**src/fbs_pkg.sv**
```systemverilog
// Package for the fault, break and snoop signalling block.
// Assumes both ends share one 50 MHz clock and a synchronous reset.
package fbs_pkg;

    // ****************************************************************
    // Encodings and timing
    // ****************************************************************
    // The _n pins are active low: low means asserted
    localparam logic PIN_ON  = 1'b0;
    localparam logic PIN_OFF = 1'b1;

    // Snoop result codes carried on the two snoop lines
    typedef enum logic [1:0] {
        SNP_CLEAN = 2'b00,
        SNP_HIT   = 2'b01,
        SNP_MOD   = 2'b10,
        SNP_STALL = 2'b11
    } fbs_snoop_t;

    // Device fault / wake output states
    typedef enum logic [1:0] {
        FW_IDLE  = 2'b00,
        FW_FPERR = 2'b01,
        FW_BREAK = 2'b10
    } fbs_fw_state_t;

    // Cycles the power_off_cycle-type transaction marker is held
    localparam int unsigned SHUT_PULSE_CYC = 1;
    // Cycles after a snoop request before the device answers
    localparam int unsigned SNOOP_WAIT_CYC = 2;
    localparam logic [3:0]  SNOOP_WAIT_Q   = 4'h2;

endpackage : fbs_pkg

```
**src/fbs_if.sv**
```systemverilog
// Interface joining the device end and the core-logic end.
// Assumes the testbench resolves the shared snoop wires from the enables.
`timescale 1ns/10ps
interface fbs_if (
    input wire logic ref_clk
);
    // Device driven; the _n pins active low, power_off_cycle active high
    logic fault_or_wake_out_n;
    logic internal_fault_out_n;
    logic power_off_cycle;
    // Core logic driven; the _n pins active low, snoop_req active high
    logic clock_stop_request_n;
    logic bus_reinit_in_n;
    logic soft_init_in_n;
    logic probe_request_in_n;
    logic snoop_req;
    // Open-drain snoop lines, each party with its own drive
    logic snoop_shared_flag_n_o_dev;
    logic snoop_shared_flag_oe_dev;
    logic snoop_modified_flag_n_o_dev;
    logic snoop_modified_flag_oe_dev;
    logic snoop_shared_flag_n_o_sys;
    logic snoop_shared_flag_oe_sys;
    logic snoop_modified_flag_n_o_sys;
    logic snoop_modified_flag_oe_sys;
    logic snoop_shared_flag_n_i;
    logic snoop_modified_flag_n_i;

    modport dev (
        output fault_or_wake_out_n, internal_fault_out_n, power_off_cycle,
        output snoop_shared_flag_n_o_dev, snoop_shared_flag_oe_dev,
        output snoop_modified_flag_n_o_dev, snoop_modified_flag_oe_dev,
        input  clock_stop_request_n, bus_reinit_in_n, soft_init_in_n,
        input  probe_request_in_n, snoop_req,
        input  snoop_shared_flag_n_i, snoop_modified_flag_n_i
    );
    modport sys (
        input  fault_or_wake_out_n, internal_fault_out_n, power_off_cycle,
        output snoop_shared_flag_n_o_sys, snoop_shared_flag_oe_sys,
        output snoop_modified_flag_n_o_sys, snoop_modified_flag_oe_sys,
        output clock_stop_request_n, bus_reinit_in_n, soft_init_in_n,
        output probe_request_in_n, snoop_req,
        input  snoop_shared_flag_n_i, snoop_modified_flag_n_i
    );
endinterface : fbs_if

```
**src/fbs_dev.sv**
```systemverilog
// Device end: fault/wake output, internal fault, snoop result drive.
// Assumes core logic on ref_clk drives the request inputs; the fault
// and probe inputs are asynchronous and are synchronised here.
`timescale 1ns/10ps
module fbs_dev
    import fbs_pkg::*;
(
    // Clock and reset
    input  wire logic ref_clk,
    input  wire logic srst,
    // Core side events (asynchronous, active high)
    input  wire logic fp_error_raw,
    input  wire logic fp_error_mask,
    input  wire logic break_event_raw,
    input  wire logic internal_error_raw,
    // Core side snoop result for the current request
    input  wire logic snoop_hit,
    input  wire logic snoop_modified,
    input  wire logic snoop_busy,
    // Link
    fbs_if.dev        bus
);

    // ****************************************************************
    // Input synchronisers
    // ****************************************************************
    logic [3:0] async_in;
    logic [3:0] sync1_q;
    logic [3:0] sync2_q;
    assign async_in = {fp_error_raw & ~fp_error_mask, break_event_raw,
                       internal_error_raw, ~bus.probe_request_in_n};
    always_ff @(posedge ref_clk) begin
        if (srst) begin
            sync1_q <= 4'h0;
            sync2_q <= 4'h0;
        end else begin
            sync1_q <= async_in;
            sync2_q <= sync1_q;
        end
    end

    logic fp_err_s;
    logic brk_s;
    logic internal_fault_out_s;
    logic probe_s;
    assign fp_err_s = sync2_q[3];
    assign brk_s    = sync2_q[2];
    assign internal_fault_out_s   = sync2_q[1];
    assign probe_s  = sync2_q[0];

    logic stop_on;
    logic init_on;
    assign stop_on = (bus.clock_stop_request_n == PIN_ON);
    assign init_on = (bus.bus_reinit_in_n == PIN_ON) ||
                     (bus.soft_init_in_n == PIN_ON);

    // ****************************************************************
    // Fault / wake output
    // ****************************************************************
    fbs_fw_state_t fw_q;
    fbs_fw_state_t fw_d;
    always_comb begin
        fw_d = fw_q;
        unique case (fw_q)
            FW_IDLE: begin
                if (stop_on && (brk_s || probe_s)) begin
                    fw_d = FW_BREAK;
                end else if (!stop_on && fp_err_s) begin
                    fw_d = FW_FPERR;
                end
            end
            FW_FPERR: begin
                if (stop_on && (brk_s || probe_s)) begin
                    fw_d = FW_BREAK;
                end else if (stop_on || !fp_err_s) begin
                    fw_d = FW_IDLE;
                end
            end
            FW_BREAK: begin
                // Held until the stop request goes away
                if (!stop_on) begin
                    fw_d = FW_IDLE;
                end
            end
            default: fw_d = FW_IDLE;
        endcase
    end

    logic fw_pin_q;
    always_ff @(posedge ref_clk) begin
        if (srst) begin
            fw_q     <= FW_IDLE;
            fw_pin_q <= PIN_OFF;
        end else begin
            fw_q     <= fw_d;
            fw_pin_q <= (fw_d == FW_IDLE) ? PIN_OFF : PIN_ON;
        end
    end
    assign bus.fault_or_wake_out_n = fw_pin_q;

    // ****************************************************************
    // Internal fault and power_off_cycle marker
    // ****************************************************************
    logic internal_fault_out_q;
    logic internal_fault_out_d;
    logic shut_q;
    logic shut_d;
    always_comb begin
        internal_fault_out_d = internal_fault_out_q;
        shut_d = 1'b0;
        if (init_on) begin
            internal_fault_out_d = 1'b0;
        end else if (internal_fault_out_s && !internal_fault_out_q) begin
            internal_fault_out_d = 1'b1;
            shut_d = 1'b1;
        end
    end
    always_ff @(posedge ref_clk) begin
        if (srst) begin
            internal_fault_out_q <= 1'b0;
            shut_q <= 1'b0;
        end else begin
            internal_fault_out_q <= internal_fault_out_d;
            shut_q <= shut_d;
        end
    end
    assign bus.internal_fault_out_n = internal_fault_out_q ? PIN_ON : PIN_OFF;
    assign bus.power_off_cycle      = shut_q;

    // ****************************************************************
    // Snoop result drive
    // ****************************************************************
    // Answer SNOOP_WAIT_CYC after the request; a busy core repeats the
    // stall code each window, which extends the stall.
    logic [3:0] swait_q;
    logic [3:0] swait_d;
    logic [1:0] sres_q;
    logic [1:0] sres_d;
    logic       sdrv_q;
    logic       sdrv_d;
    always_comb begin
        swait_d = swait_q;
        sres_d  = sres_q;
        sdrv_d  = 1'b0;
        if (bus.snoop_req && swait_q == 4'h0) begin
            swait_d = SNOOP_WAIT_Q;
        end else if (swait_q != 4'h0) begin
            swait_d = swait_q - 4'h1;
            if (swait_q == 4'h1) begin
                sdrv_d = 1'b1;
                if (snoop_busy) begin
                    sres_d  = SNP_STALL;
                    // One extra count keeps two quiet cycles per repeat
                    swait_d = SNOOP_WAIT_Q + 4'h1;
                end else begin
                    sres_d = {snoop_modified, snoop_hit};
                end
            end
        end
    end
    always_ff @(posedge ref_clk) begin
        if (srst) begin
            swait_q <= 4'h0;
            sres_q  <= SNP_CLEAN;
            sdrv_q  <= 1'b0;
        end else begin
            swait_q <= swait_d;
            sres_q  <= sres_d;
            sdrv_q  <= sdrv_d;
        end
    end
    // Open drain: only ever pull low, enable only while asserting
    assign bus.snoop_shared_flag_n_o_dev   = PIN_ON;
    assign bus.snoop_modified_flag_n_o_dev = PIN_ON;
    assign bus.snoop_shared_flag_oe_dev    = sdrv_q & sres_q[0];
    assign bus.snoop_modified_flag_oe_dev  = sdrv_q & sres_q[1];

endmodule : fbs_dev

```
**src/flat_wrapper.sv**
```systemverilog
// flat-port wrapper written by rule: the top's interface ports become plain ports
module fbs_dev_flat import fbs_pkg::*;
  (ref_clk, srst, fp_error_raw, fp_error_mask, break_event_raw, internal_error_raw, snoop_hit, snoop_modified, snoop_busy, bus_fault_or_wake_out_n, bus_internal_fault_out_n, bus_power_off_cycle, bus_snoop_shared_flag_n_o_dev, bus_snoop_shared_flag_oe_dev, bus_snoop_modified_flag_n_o_dev, bus_snoop_modified_flag_oe_dev, bus_clock_stop_request_n, bus_bus_reinit_in_n, bus_soft_init_in_n, bus_probe_request_in_n, bus_snoop_req, bus_snoop_shared_flag_n_i, bus_snoop_modified_flag_n_i);
  fbs_if bus_i (.ref_clk(ref_clk));
  input  wire logic ref_clk;
  input  wire logic srst;
  input  wire logic fp_error_raw;
  input  wire logic fp_error_mask;
  input  wire logic break_event_raw;
  input  wire logic internal_error_raw;
  input  wire logic snoop_hit;
  input  wire logic snoop_modified;
  input  wire logic snoop_busy;
  output wire logic [$bits(bus_i.fault_or_wake_out_n)-1:0] bus_fault_or_wake_out_n;
  output wire logic [$bits(bus_i.internal_fault_out_n)-1:0] bus_internal_fault_out_n;
  output wire logic [$bits(bus_i.power_off_cycle)-1:0] bus_power_off_cycle;
  output wire logic [$bits(bus_i.snoop_shared_flag_n_o_dev)-1:0] bus_snoop_shared_flag_n_o_dev;
  output wire logic [$bits(bus_i.snoop_shared_flag_oe_dev)-1:0] bus_snoop_shared_flag_oe_dev;
  output wire logic [$bits(bus_i.snoop_modified_flag_n_o_dev)-1:0] bus_snoop_modified_flag_n_o_dev;
  output wire logic [$bits(bus_i.snoop_modified_flag_oe_dev)-1:0] bus_snoop_modified_flag_oe_dev;
  input wire logic [$bits(bus_i.clock_stop_request_n)-1:0] bus_clock_stop_request_n;
  input wire logic [$bits(bus_i.bus_reinit_in_n)-1:0] bus_bus_reinit_in_n;
  input wire logic [$bits(bus_i.soft_init_in_n)-1:0] bus_soft_init_in_n;
  input wire logic [$bits(bus_i.probe_request_in_n)-1:0] bus_probe_request_in_n;
  input wire logic [$bits(bus_i.snoop_req)-1:0] bus_snoop_req;
  input wire logic [$bits(bus_i.snoop_shared_flag_n_i)-1:0] bus_snoop_shared_flag_n_i;
  input wire logic [$bits(bus_i.snoop_modified_flag_n_i)-1:0] bus_snoop_modified_flag_n_i;
  assign bus_fault_or_wake_out_n = bus_i.fault_or_wake_out_n;
  assign bus_internal_fault_out_n = bus_i.internal_fault_out_n;
  assign bus_power_off_cycle = bus_i.power_off_cycle;
  assign bus_snoop_shared_flag_n_o_dev = bus_i.snoop_shared_flag_n_o_dev;
  assign bus_snoop_shared_flag_oe_dev = bus_i.snoop_shared_flag_oe_dev;
  assign bus_snoop_modified_flag_n_o_dev = bus_i.snoop_modified_flag_n_o_dev;
  assign bus_snoop_modified_flag_oe_dev = bus_i.snoop_modified_flag_oe_dev;
  assign bus_i.clock_stop_request_n = bus_clock_stop_request_n;
  assign bus_i.bus_reinit_in_n = bus_bus_reinit_in_n;
  assign bus_i.soft_init_in_n = bus_soft_init_in_n;
  assign bus_i.probe_request_in_n = bus_probe_request_in_n;
  assign bus_i.snoop_req = bus_snoop_req;
  assign bus_i.snoop_shared_flag_n_i = bus_snoop_shared_flag_n_i;
  assign bus_i.snoop_modified_flag_n_i = bus_snoop_modified_flag_n_i;
  fbs_dev u_core (.ref_clk(ref_clk), .srst(srst), .fp_error_raw(fp_error_raw), .fp_error_mask(fp_error_mask), .break_event_raw(break_event_raw), .internal_error_raw(internal_error_raw), .snoop_hit(snoop_hit), .snoop_modified(snoop_modified), .snoop_busy(snoop_busy), .bus(bus_i));
endmodule
```
**config.mk**
```make
export PLATFORM = sky130hd
export DESIGN_NAME = fbs_dev_flat
export DESIGN_NICKNAME = d
export VERILOG_FILES = /design/src/fbs_pkg.sv /design/src/fbs_if.sv /design/src/fbs_dev.sv /design/src/flat_wrapper.sv
export SDC_FILE = /design/constraint.sdc
export NUM_CORES = 1
export LEC_CHECK = 0
export ABC_AREA = 1
export BUFFER_PORTS_ARGS = -buffer_cell sky130_fd_sc_hd__buf_2
export CORE_UTILIZATION = 44
export CTS_CLUSTER_DIAMETER = 30
export DETAILED_ROUTE_END_ITERATION = 10
export GPL_TIMING_DRIVEN = 0
export PLACE_DENSITY = 0.72
export SLEW_MARGIN = 20
export SYNTH_ARGS = -nofsm -noshare
export SYNTH_HDL_FRONTEND = slang
export SYNTH_SLANG_ARGS = --single-unit
export TNS_END_PERCENT = 50
```
**constraint.sdc**
```tcl
create_clock -name ref_clk -period 1 [get_ports ref_clk]
set_input_delay 0.1 -clock ref_clk [delete_from_list [all_inputs] [get_ports ref_clk]]
set_output_delay 0.1 -clock ref_clk [all_outputs]
set_load 0.02 [all_outputs]
```
==> flow_summary.yaml, run 1 <==
drt:
  routed_via_density: 4.23
  drt-initial-drc-count: 9
  vias: 693
  drtPass1Iterations: 3
  ant_nets: 0
  route.detailed.drc: 0
  totalWireLength_mm: 1.44
  wl_per_cell_um: 8.76
timing:
  drv_slew: 0
  setup_tns_ns: -0.164
  timing.final.crit_period_ns: 1.04
  finalHoldViolations: 0
  setup_ws_ns: -0.0389
  min_period_over_period: 1.04
  finalSetupViolCount: 6
  fmax_ghz: 0.963
  rsz0062_at_grt: "true"
  final.setup_skew_ns: 0.00312
synthesis:
  synthArstFlopShare: 0
  ys_seq_elements: 20
  synthCells: 108
  synth_area_um2: 810
  synth.avg_cell_area_um2: 7.50
  synthTopCellsByArea: "dfxtp_1, inv_1, nand2_1, nor2_1, nand3_1"
  synth_top_area_cell: "dfxtp_1"
  ys.flop_type: "dfxtp_1"
  ys.warnings.count: 0
  synth_edf_count: 0
  synthTopCellsByCount: "inv_1, dfxtp_1, nand2_1"
  yosysMostFrequentCell: "inv_1"
  synth_cell_types: 18
  yosysSeqAreaShare: 0.495
  synth_top_area_share: 0.495
clocking:
  cts-root-buf: "clkbuf_4"
  cts_tree: "yes"
  clk_latency_ns: 0.30
  cts_sinks: 20
  cts_max_level: 1
  cts_buffer_depth: 2
  clk_pin_slew_ns: 0.12
  numCtsBuffers: 3
status:
  status: "finished, violations left"
  violations: "setup timing"
cells_and_area:
  n_fill_cell: 148
  syn2layout_area_growth_pct: 39.6
  nets: 158
  seq_area_um2: 403
  diodes: 0
  multi_input_area_um2: 339
  layout-drive-gt1-share: 0.331
floorplan:
  coreArea_um2: 1730
  rows: 15
  die_w_um: 44.9
  initial_core_util: 0.469
  chipHeight_um: 44.9
  ios: 23
  dieArea_um2: 2020
global_route:
  overflow: 0
  grt_max_degree: 13
  grt_first_pass_wirelength_mm: 2.08
  grt_usage: 0.150
  antenna_found_initial: 0
  grt_pass1_vias: 508
power:
  power.switching_w: 0.000938
  ir_worst_vdd_mv: 1.66
  p_per_area_nw_per_um2: 2470
  clockPowerShare: 0.237
  power.internal_w: 0.00185
  pwr-share-comb: 0.391
  switching_share: 0.336
  p_leak_nw: 0.574
  p_seq_frac: 0.372
critical_path:
  critical_path.slowest_cell: "dfxtp_2"
  critPathTopFamily: "flip-flops"
  slowest_delay_ns: 0.36
  path_class: "flip-flop to flip-flop"
  setup.worst_path.start_class: "flip-flop"
  crit_buf_inv: 3
  critPathCaptureType: "flip-flop"
  cp.required_ns: 1.25
  worstPathMaxFanout: 5
  arrival_ns: 1.29
  worstPathCellList: "inv_2 > ha_4 > inv_4 > nand3_4 > buf_4 > nor2_1"
placement:
  hpwl_um: 836
  place_ws_ns: -0.0880
  place_congestion: 0.760
  io_buffers: 17
worst_hold_path:
  hold_class: "input pin to flip-flop"
run:
  max-cap-violations: 0
==> tightest hold or removal path, stage by stage <==
cell and delay (ns):
buf_2 0.10, nand2_1 0.05, nor2_1 0.03
==> logic make-up (layout without fill, tap and decap cells) <==
kind of cell,count (synthesis),after routing,share of synthesized area
AND/OR/NAND/NOR,50,50,0.277
other,1,2,0.00463
XOR/XNOR,1,1,0.0108
AO/OA/AOI/OAI,3,3,0.0201
adder cells (fa/ha/maj),2,2,0.0309
buffers and inverters,31,61,0.162
flip-flops,20,20,0.495
==> through the flow <==
stage	instances	hold WS [ns]	utilization	power, W	area, um2
after floorplan	109	0.167	-	0.00161	817
after global placement	151	0.251	0.541	0.00171	933
final	164	0.00565	0.654	0.00279	1130
after global routing	164	0.00836	0.654	0.00296	1130
after CTS	162	0.00232	0.633	0.00263	1090
after detailed placement	151	0.253	0.541	0.00174	933
==> per-layer routing <==
| layer | share of wire | global-route usage |
|---|---|---|
| met1 | 0.44 | 0.170 |
| met2 | 0.51 | 0.241 |
| met3 | 0.031 | 0.0480 |
| met4 | 0.015 | 0.103 |
| met5 | 0 | 0 |
==> worst paths after layout <==
kind / from / cells past startpoint / endpoint / slack [ns]
max reg2reg: u_core.swait_q[1] / 6 / u_core.sdrv_q / -0.04
min reg2reg: u_core.sync1_q[2] / 2 / u_core.sync2_q[2] / 0.41
min: fp_error_raw / 3 / u_core.sync1_q[3] / 0.006
max: u_core.swait_q[1] / 6 / u_core.sdrv_q / -0.04
==> sequential cells by signal, indices dropped and copies added, names as in the netlist <==
signal	cells
u_core.swait_q	4
u_core.sync1_q	4
u_core.sync2_q	4
u_core.fw_q	2
u_core.sres_q	2
u_core.bus.fault_or_wake_out_n	1
u_core.bus.power_off_cycle	1
u_core.internal_fault_out_q	1
u_core.sdrv_q	1
==> power by group through the flow <==
stage	registers, W	logic, W	clock network, W
floorplan	0.00103	0.000581	0
global placement	0.00103	0.000679	0
global route	0.00105	0.00121	0.000701
CTS	0.00103	0.000940	0.000666
finish	0.00104	0.00109	0.000661
detailed placement	0.00104	0.000700	0
==> cells in the final DEF, fill, tap and decap left out, types with 3 or more instances in the layout <==
cell           count
buf_4              7
dfxtp_1           18
nor2_1            15
nand3_1            8
inv_1             24
dlygate4sd3_1      5
buf_2             16
clkbuf_4           3
nand2_1           15
==> what timing repair did <==
| item | CTS | global route |
|---|---|---|
| gates cloned | 0 | 0 |
| setup buffers | 2 | 2 |
| gates resized for setup | 10 | 7 |
| hold buffers | 5 | 0 |
| pin swaps | 2 | 3 |
| endpoints found under the setup margin | 7 | 10 |
| hold endpoints to repair | 9 | 0 |
==> area by class of cell <==
cell class,count,area share
flip-flops and latches,20,0.357
well taps,25,0.0277
multi-input cells,58,0.300
clock inverters,1,0.0266
repair buffers,26,0.148
clock buffers,3,0.0199
inverters,28,0.0975
plain buffers,3,0.0233
No activity file was read; power rests on OpenSTA's default activity.
==> inputs of run 2 (changes only) <==
--- a/config.mk
+++ b/config.mk
@@ -12,6 +12,7 @@
 export DETAILED_ROUTE_END_ITERATION = 10
 export GPL_TIMING_DRIVEN = 0
 export PLACE_DENSITY = 0.72
+export REMOVE_ABC_BUFFERS = 1
 export SLEW_MARGIN = 20
 export SYNTH_ARGS = -nofsm -noshare
 export SYNTH_HDL_FRONTEND = slang
==> flow_summary.yaml, run 2 (synthesized netlist as in run 1, its figures left out) <==
status:
  status: "finished, violations left"
  violations: "setup timing"
critical_path:
  setup.worst_path.start_class: "flip-flop"
  path_class: "flip-flop to flip-flop"
  cp.required_ns: 1.24
  worstPathMaxFanout: 5
  critPathCaptureType: "flip-flop"
  arrival_ns: 1.27
  rrSetupSlack_ns: -0.03
timing:
  finalSetupViolCount: 3
  fmax_ghz: 0.975
  final.setup_skew_ns: 0.00243
  drv_slew: 0
  rsz0062_at_grt: "true"
  timing.final.crit_period_ns: 1.03
  finalHoldViolations: 0
  setup_tns_ns: -0.0536
  min_period_over_period: 1.03
  setup_ws_ns: -0.0254
drt:
  route.detailed.drc: 0
  routed_via_density: 4.43
  wl_per_cell_um: 8.66
  drt-initial-drc-count: 16
  vias: 708
  drtPass1Iterations: 4
  ant_nets: 0
  totalWireLength_mm: 1.39
clocking:
  numCtsBuffers: 3
  cts_tree: "yes"
  cts_buffer_depth: 2
  cts-root-buf: "clkbuf_4"
  clk_pin_slew_ns: 0.11
  clk_latency_ns: 0.30
  cts_sinks: 20
  cts_max_level: 1
global_route:
  overflow: 0
  grt_max_degree: 13
  grt_pass1_vias: 563
  grt_usage: 0.151
  grt_first_pass_wirelength_mm: 2.10
  antenna_found_initial: 0
power:
  p_per_area_nw_per_um2: 2530
  power.internal_w: 0.00185
  clockPowerShare: 0.234
  switching_share: 0.333
  p_total_w: 0.00277
  p_leak_nw: 0.553
  ir_worst_vdd_mv: 1.60
  p_seq_frac: 0.386
  pwr-share-comb: 0.380
  power.switching_w: 0.000924
cells_and_area:
  layout_commonest_cell: "inv_1"
  syn2layout_area_growth_pct: 35.5
  diodes: 0
  n_fill_cell: 166
  reg.largest.list: "u_core.swait_q: 4 flops, u_core.sync1_q: 4 flops, u_core.sync2_q: 4 flops"
  layout_common_cells: "inv_1, dfxtp_1, buf_2"
  layout-drive-gt1-share: 0.326
  nets: 154
floorplan:
  coreArea_um2: 1730
  ios: 23
  die_w_um: 44.9
  rows: 15
  chipHeight_um: 44.9
  dieArea_um2: 2020
  initial_core_util: 0.469
placement:
  io_buffers: 18
  place_congestion: 0.762
  hpwl_um: 880
run:
  max-cap-violations: 0
worst_hold_path:
  hold_class: "input pin to flip-flop"
[run 2: area by class of cell]
class / count / area (um2) / area share
clock buffers: 3 / 22.5 / 0.0205
clock inverters: 1 / 30.0 / 0.0274
inverters: 28 / 113 / 0.103
multi-input cells: 58 / 337 / 0.307
flip-flops and latches: 20 / 407 / 0.371
well taps: 25 / 31.3 / 0.0285
repair buffers: 25 / 158 / 0.144
[run 2: layer usage]
metal / track usage / part of all wire
met1: 0.151 / 0.44
met2: 0.271 / 0.52
met3: 0.0360 / 0.030
met4: 0.109 / 0.010
met5: 0 / 0
[run 2: path summary, 6_finish.rpt]
check	startpoint	to	cells past startpoint
worst max-delay path	u_core.swait_q[0]	u_core.sres_q[0]	7
worst max register to register	u_core.swait_q[0]	u_core.sres_q[0]	7
worst min register to register	u_core.sync1_q[3]	u_core.sync2_q[3]	2
worst min-delay path	internal_error_raw	u_core.sync1_q[1]	3
[run 2: through the flow]
| step | setup WS, ns | utilization | cell area [um2] | std cells | hold slack [ns] |
|---|---|---|---|---|---|
| final | -0.0254 | 0.636 | 1100 | 160 | 0.0153 |
| after global routing | -0.100 | 0.636 | 1100 | 160 | 0.00511 |
| after CTS | -0.0210 | 0.617 | 1070 | 159 | 0.0107 |
| after detailed placement | -0.200 | 0.526 | 908 | 149 | 0.253 |
| after global placement | -0.186 | 0.526 | 908 | 149 | 0.250 |
| after floorplan | -0.0780 | - | 787 | 106 | 0.167 |
[run 2: worst max-delay path: stages (launching register included)]
cell and delay (ns):
dfxtp_4 0.40, inv_4 0.04, ha_4 0.18, inv_4 0.06, nand3_4 0.09, nand2_1 0.09, nand2_1 0.04, nor2_1 0.07
[run 2: power by group through the flow]
stage / sequential [W] / combinational (W) / clock [W]
detailed placement: 0.00104 / 0.000677 / 0
floorplan: 0.00102 / 0.000558 / 0
finish: 0.00107 / 0.00105 / 0.000648
CTS: 0.00107 / 0.000947 / 0.000667
global placement: 0.00103 / 0.000663 / 0
global route: 0.00109 / 0.00116 / 0.000699
[run 2: what timing repair did]
item	CTS	global route
gates resized for setup	14	9
hold buffers	4	0
setup endpoints to repair	8	8
buffers inserted	2	1
endpoints found under the hold margin	3	0
pin swaps	5	3
==> inputs of run 3 (changes only) <==
--- a/config.mk
+++ b/config.mk
@@ -7,11 +7,13 @@
 export LEC_CHECK = 0
 export ABC_AREA = 1
 export BUFFER_PORTS_ARGS = -buffer_cell sky130_fd_sc_hd__buf_2
-export CORE_UTILIZATION = 44
+export CELL_PAD_IN_SITES_DETAIL_PLACEMENT = 1
+export CELL_PAD_IN_SITES_GLOBAL_PLACEMENT = 1
+export CORE_UTILIZATION = 31
 export CTS_CLUSTER_DIAMETER = 30
 export DETAILED_ROUTE_END_ITERATION = 10
 export GPL_TIMING_DRIVEN = 0
-export PLACE_DENSITY = 0.72
+export PLACE_DENSITY_LB_ADDON = 0.1
 export REMOVE_ABC_BUFFERS = 1
 export SLEW_MARGIN = 20
 export SYNTH_ARGS = -nofsm -noshare
==> flow_summary.yaml, run 3 (synthesized netlist as in run 1, its figures left out) <==
status:
  status: "finished, violations left"
  violations: "setup timing"
global_route:
  antenna_found_initial: 0
  grt_max_degree: 13
  grt_usage: 0.140
  overflow: 0
  grt_pass1_vias: 655
  grt_first_pass_wirelength_mm: 2.73
critical_path:
  cp.required_ns: 1.22
  setup.worst_path.start_class: "flip-flop"
  crit_buf_inv: 2
  slowest_delay_ns: 0.38
  arrival_ns: 1.27
  worstPathMaxFanout: 3
  critical_path.slowest_cell: "dfxtp_4"
  critPathCaptureType: "flip-flop"
  path_class: "flip-flop to flip-flop"
  worstPathCellList: "buf_12 > ha_4 > nand3_2 > nand3_1 > nand2_1 > inv_1"
  critPathTopFamily: "flip-flops"
worst_hold_path:
  hold_class: "input pin to flip-flop"
drt:
  wl_per_cell_um: 9.65
  routed_via_density: 4.28
  drtPass1Iterations: 1
  route.detailed.drc: 0
  totalWireLength_mm: 1.61
  drt-initial-drc-count: 0
  ant_nets: 0
  vias: 715
cells_and_area:
  syn2layout_area_growth_pct: 41.4
  layout_common_cells: "inv_1, nand2_1, nor2_1, buf_2, dfxtp_1"
  n_fill_cell: 309
  reg.largest.list: "u_core.swait_q: 4 flops, u_core.sync1_q: 4 flops, u_core.sync2_q: 4 flops"
  multi_input_area_um2: 337
  nets: 156
  diodes: 0
  seq_area_um2: 409
  layout-drive-gt1-share: 0.343
  layout_commonest_cell: "inv_1"
clocking:
  clk_latency_ns: 0.31
  cts_tree: "yes"
  numCtsBuffers: 3
  clk_pin_slew_ns: 0.12
  cts_max_level: 1
  cts-root-buf: "clkbuf_4"
  cts_buffer_depth: 2
  cts_sinks: 20
floorplan:
  die_w_um: 53.1
  dieArea_um2: 2820
  coreArea_um2: 2480
  initial_core_util: 0.327
  rows: 18
  ios: 23
  chipHeight_um: 53.1
timing:
  finalSetupViolCount: 5
  rsz0062_at_grt: "true"
  timing.final.crit_period_ns: 1.05
  finalHoldViolations: 0
  timing.hold.ws_ns: 0.0332
  setup_ws_ns: -0.0512
  final.setup_skew_ns: 0.00419
  drv_slew: 0
  fmax_ghz: 0.951
  min_period_over_period: 1.05
power:
  p_leak_nw: 0.571
  p_per_area_nw_per_um2: 2510
  ir_worst_vdd_mv: 1.53
placement:
  io_buffers: 18
  hpwl_mm: 1.15
  place_ws_ns: -0.214
  place_congestion: 0.785
run:
  max-cap-violations: 0
[run 3: metrics by stage]
step           instance area (um2)  total power (W)  utilization  std cells  setup TNS (ns)
2_1_floorplan                  787          0.00158            -        106          -0.229
3_3_place_gp                   915          0.00172        0.369        154           -1.06
3_5_place_dp                   915          0.00174        0.369        154           -1.11
4_1_cts                       1090          0.00274        0.442        165         -0.0967
5_1_grt                       1140          0.00310        0.462        167          -0.637
6_report                      1140          0.00287        0.462        167          -0.144
[run 3: path summary, 6_finish.rpt]
| check | end | cells after the start | slack (ns) | startpoint |
|---|---|---|---|---|
| setup / recovery | u_core.swait_q[0] | 6 | -0.05 | u_core.swait_q[0] |
| hold / removal | u_core.fw_q[0] | 3 | 0.03 | bus_clock_stop_request_n |
| setup reg to reg | u_core.swait_q[0] | 6 | -0.05 | u_core.swait_q[0] |
| hold reg to reg | u_core.sync2_q[3] | 2 | 0.41 | u_core.sync1_q[3] |
[run 3: routing by layer]
layer,up-vias,GRT usage,wire length [um]
li1,368,-,-
met1,328,0.159,741
met2,17,0.232,768
met3,2,0.0287,69
met4,0,0.0921,32
met5,-,0,0
[run 3: worst reg2reg max path, delay by kind of cell (launching register included)]
kind,cells,cell delay [ns]
flops,1,0.38
fa+ha+maj,1,0.16
buf+inv,2,0.17
simple gates,3,0.25
[run 3: power breakdown]
| part | internal [W] | switching [W] | total [W] |
|---|---|---|---|
| combinational | 0.000561 | 0.000568 | 0.00113 |
| clock | 0.000406 | 0.000274 | 0.000680 |
| sequential | 0.000943 | 0.000121 | 0.00106 |
[run 3: timing repair]
| action | CTS | global route |
|---|---|---|
| pin swaps | 4 | 3 |
| buffers inserted | 2 | 2 |
| hold buffers | 5 | 0 |
| gates cloned | 0 | 0 |
| endpoints found under the hold margin | 4 | 0 |
| endpoints found under the setup margin | 9 | 9 |
| gates resized for setup | 17 | 10 |
[run 3: final cells by class]
type | count | area share
Clock buffer | 3 | 0.0197
Clock inverter | 1 | 0.0262
Inverter | 28 | 0.0940
Multi-Input combinational cell | 58 | 0.294
Sequential cell | 20 | 0.357
Tap cell | 30 | 0.0328
Timing Repair Buffer | 27 | 0.176
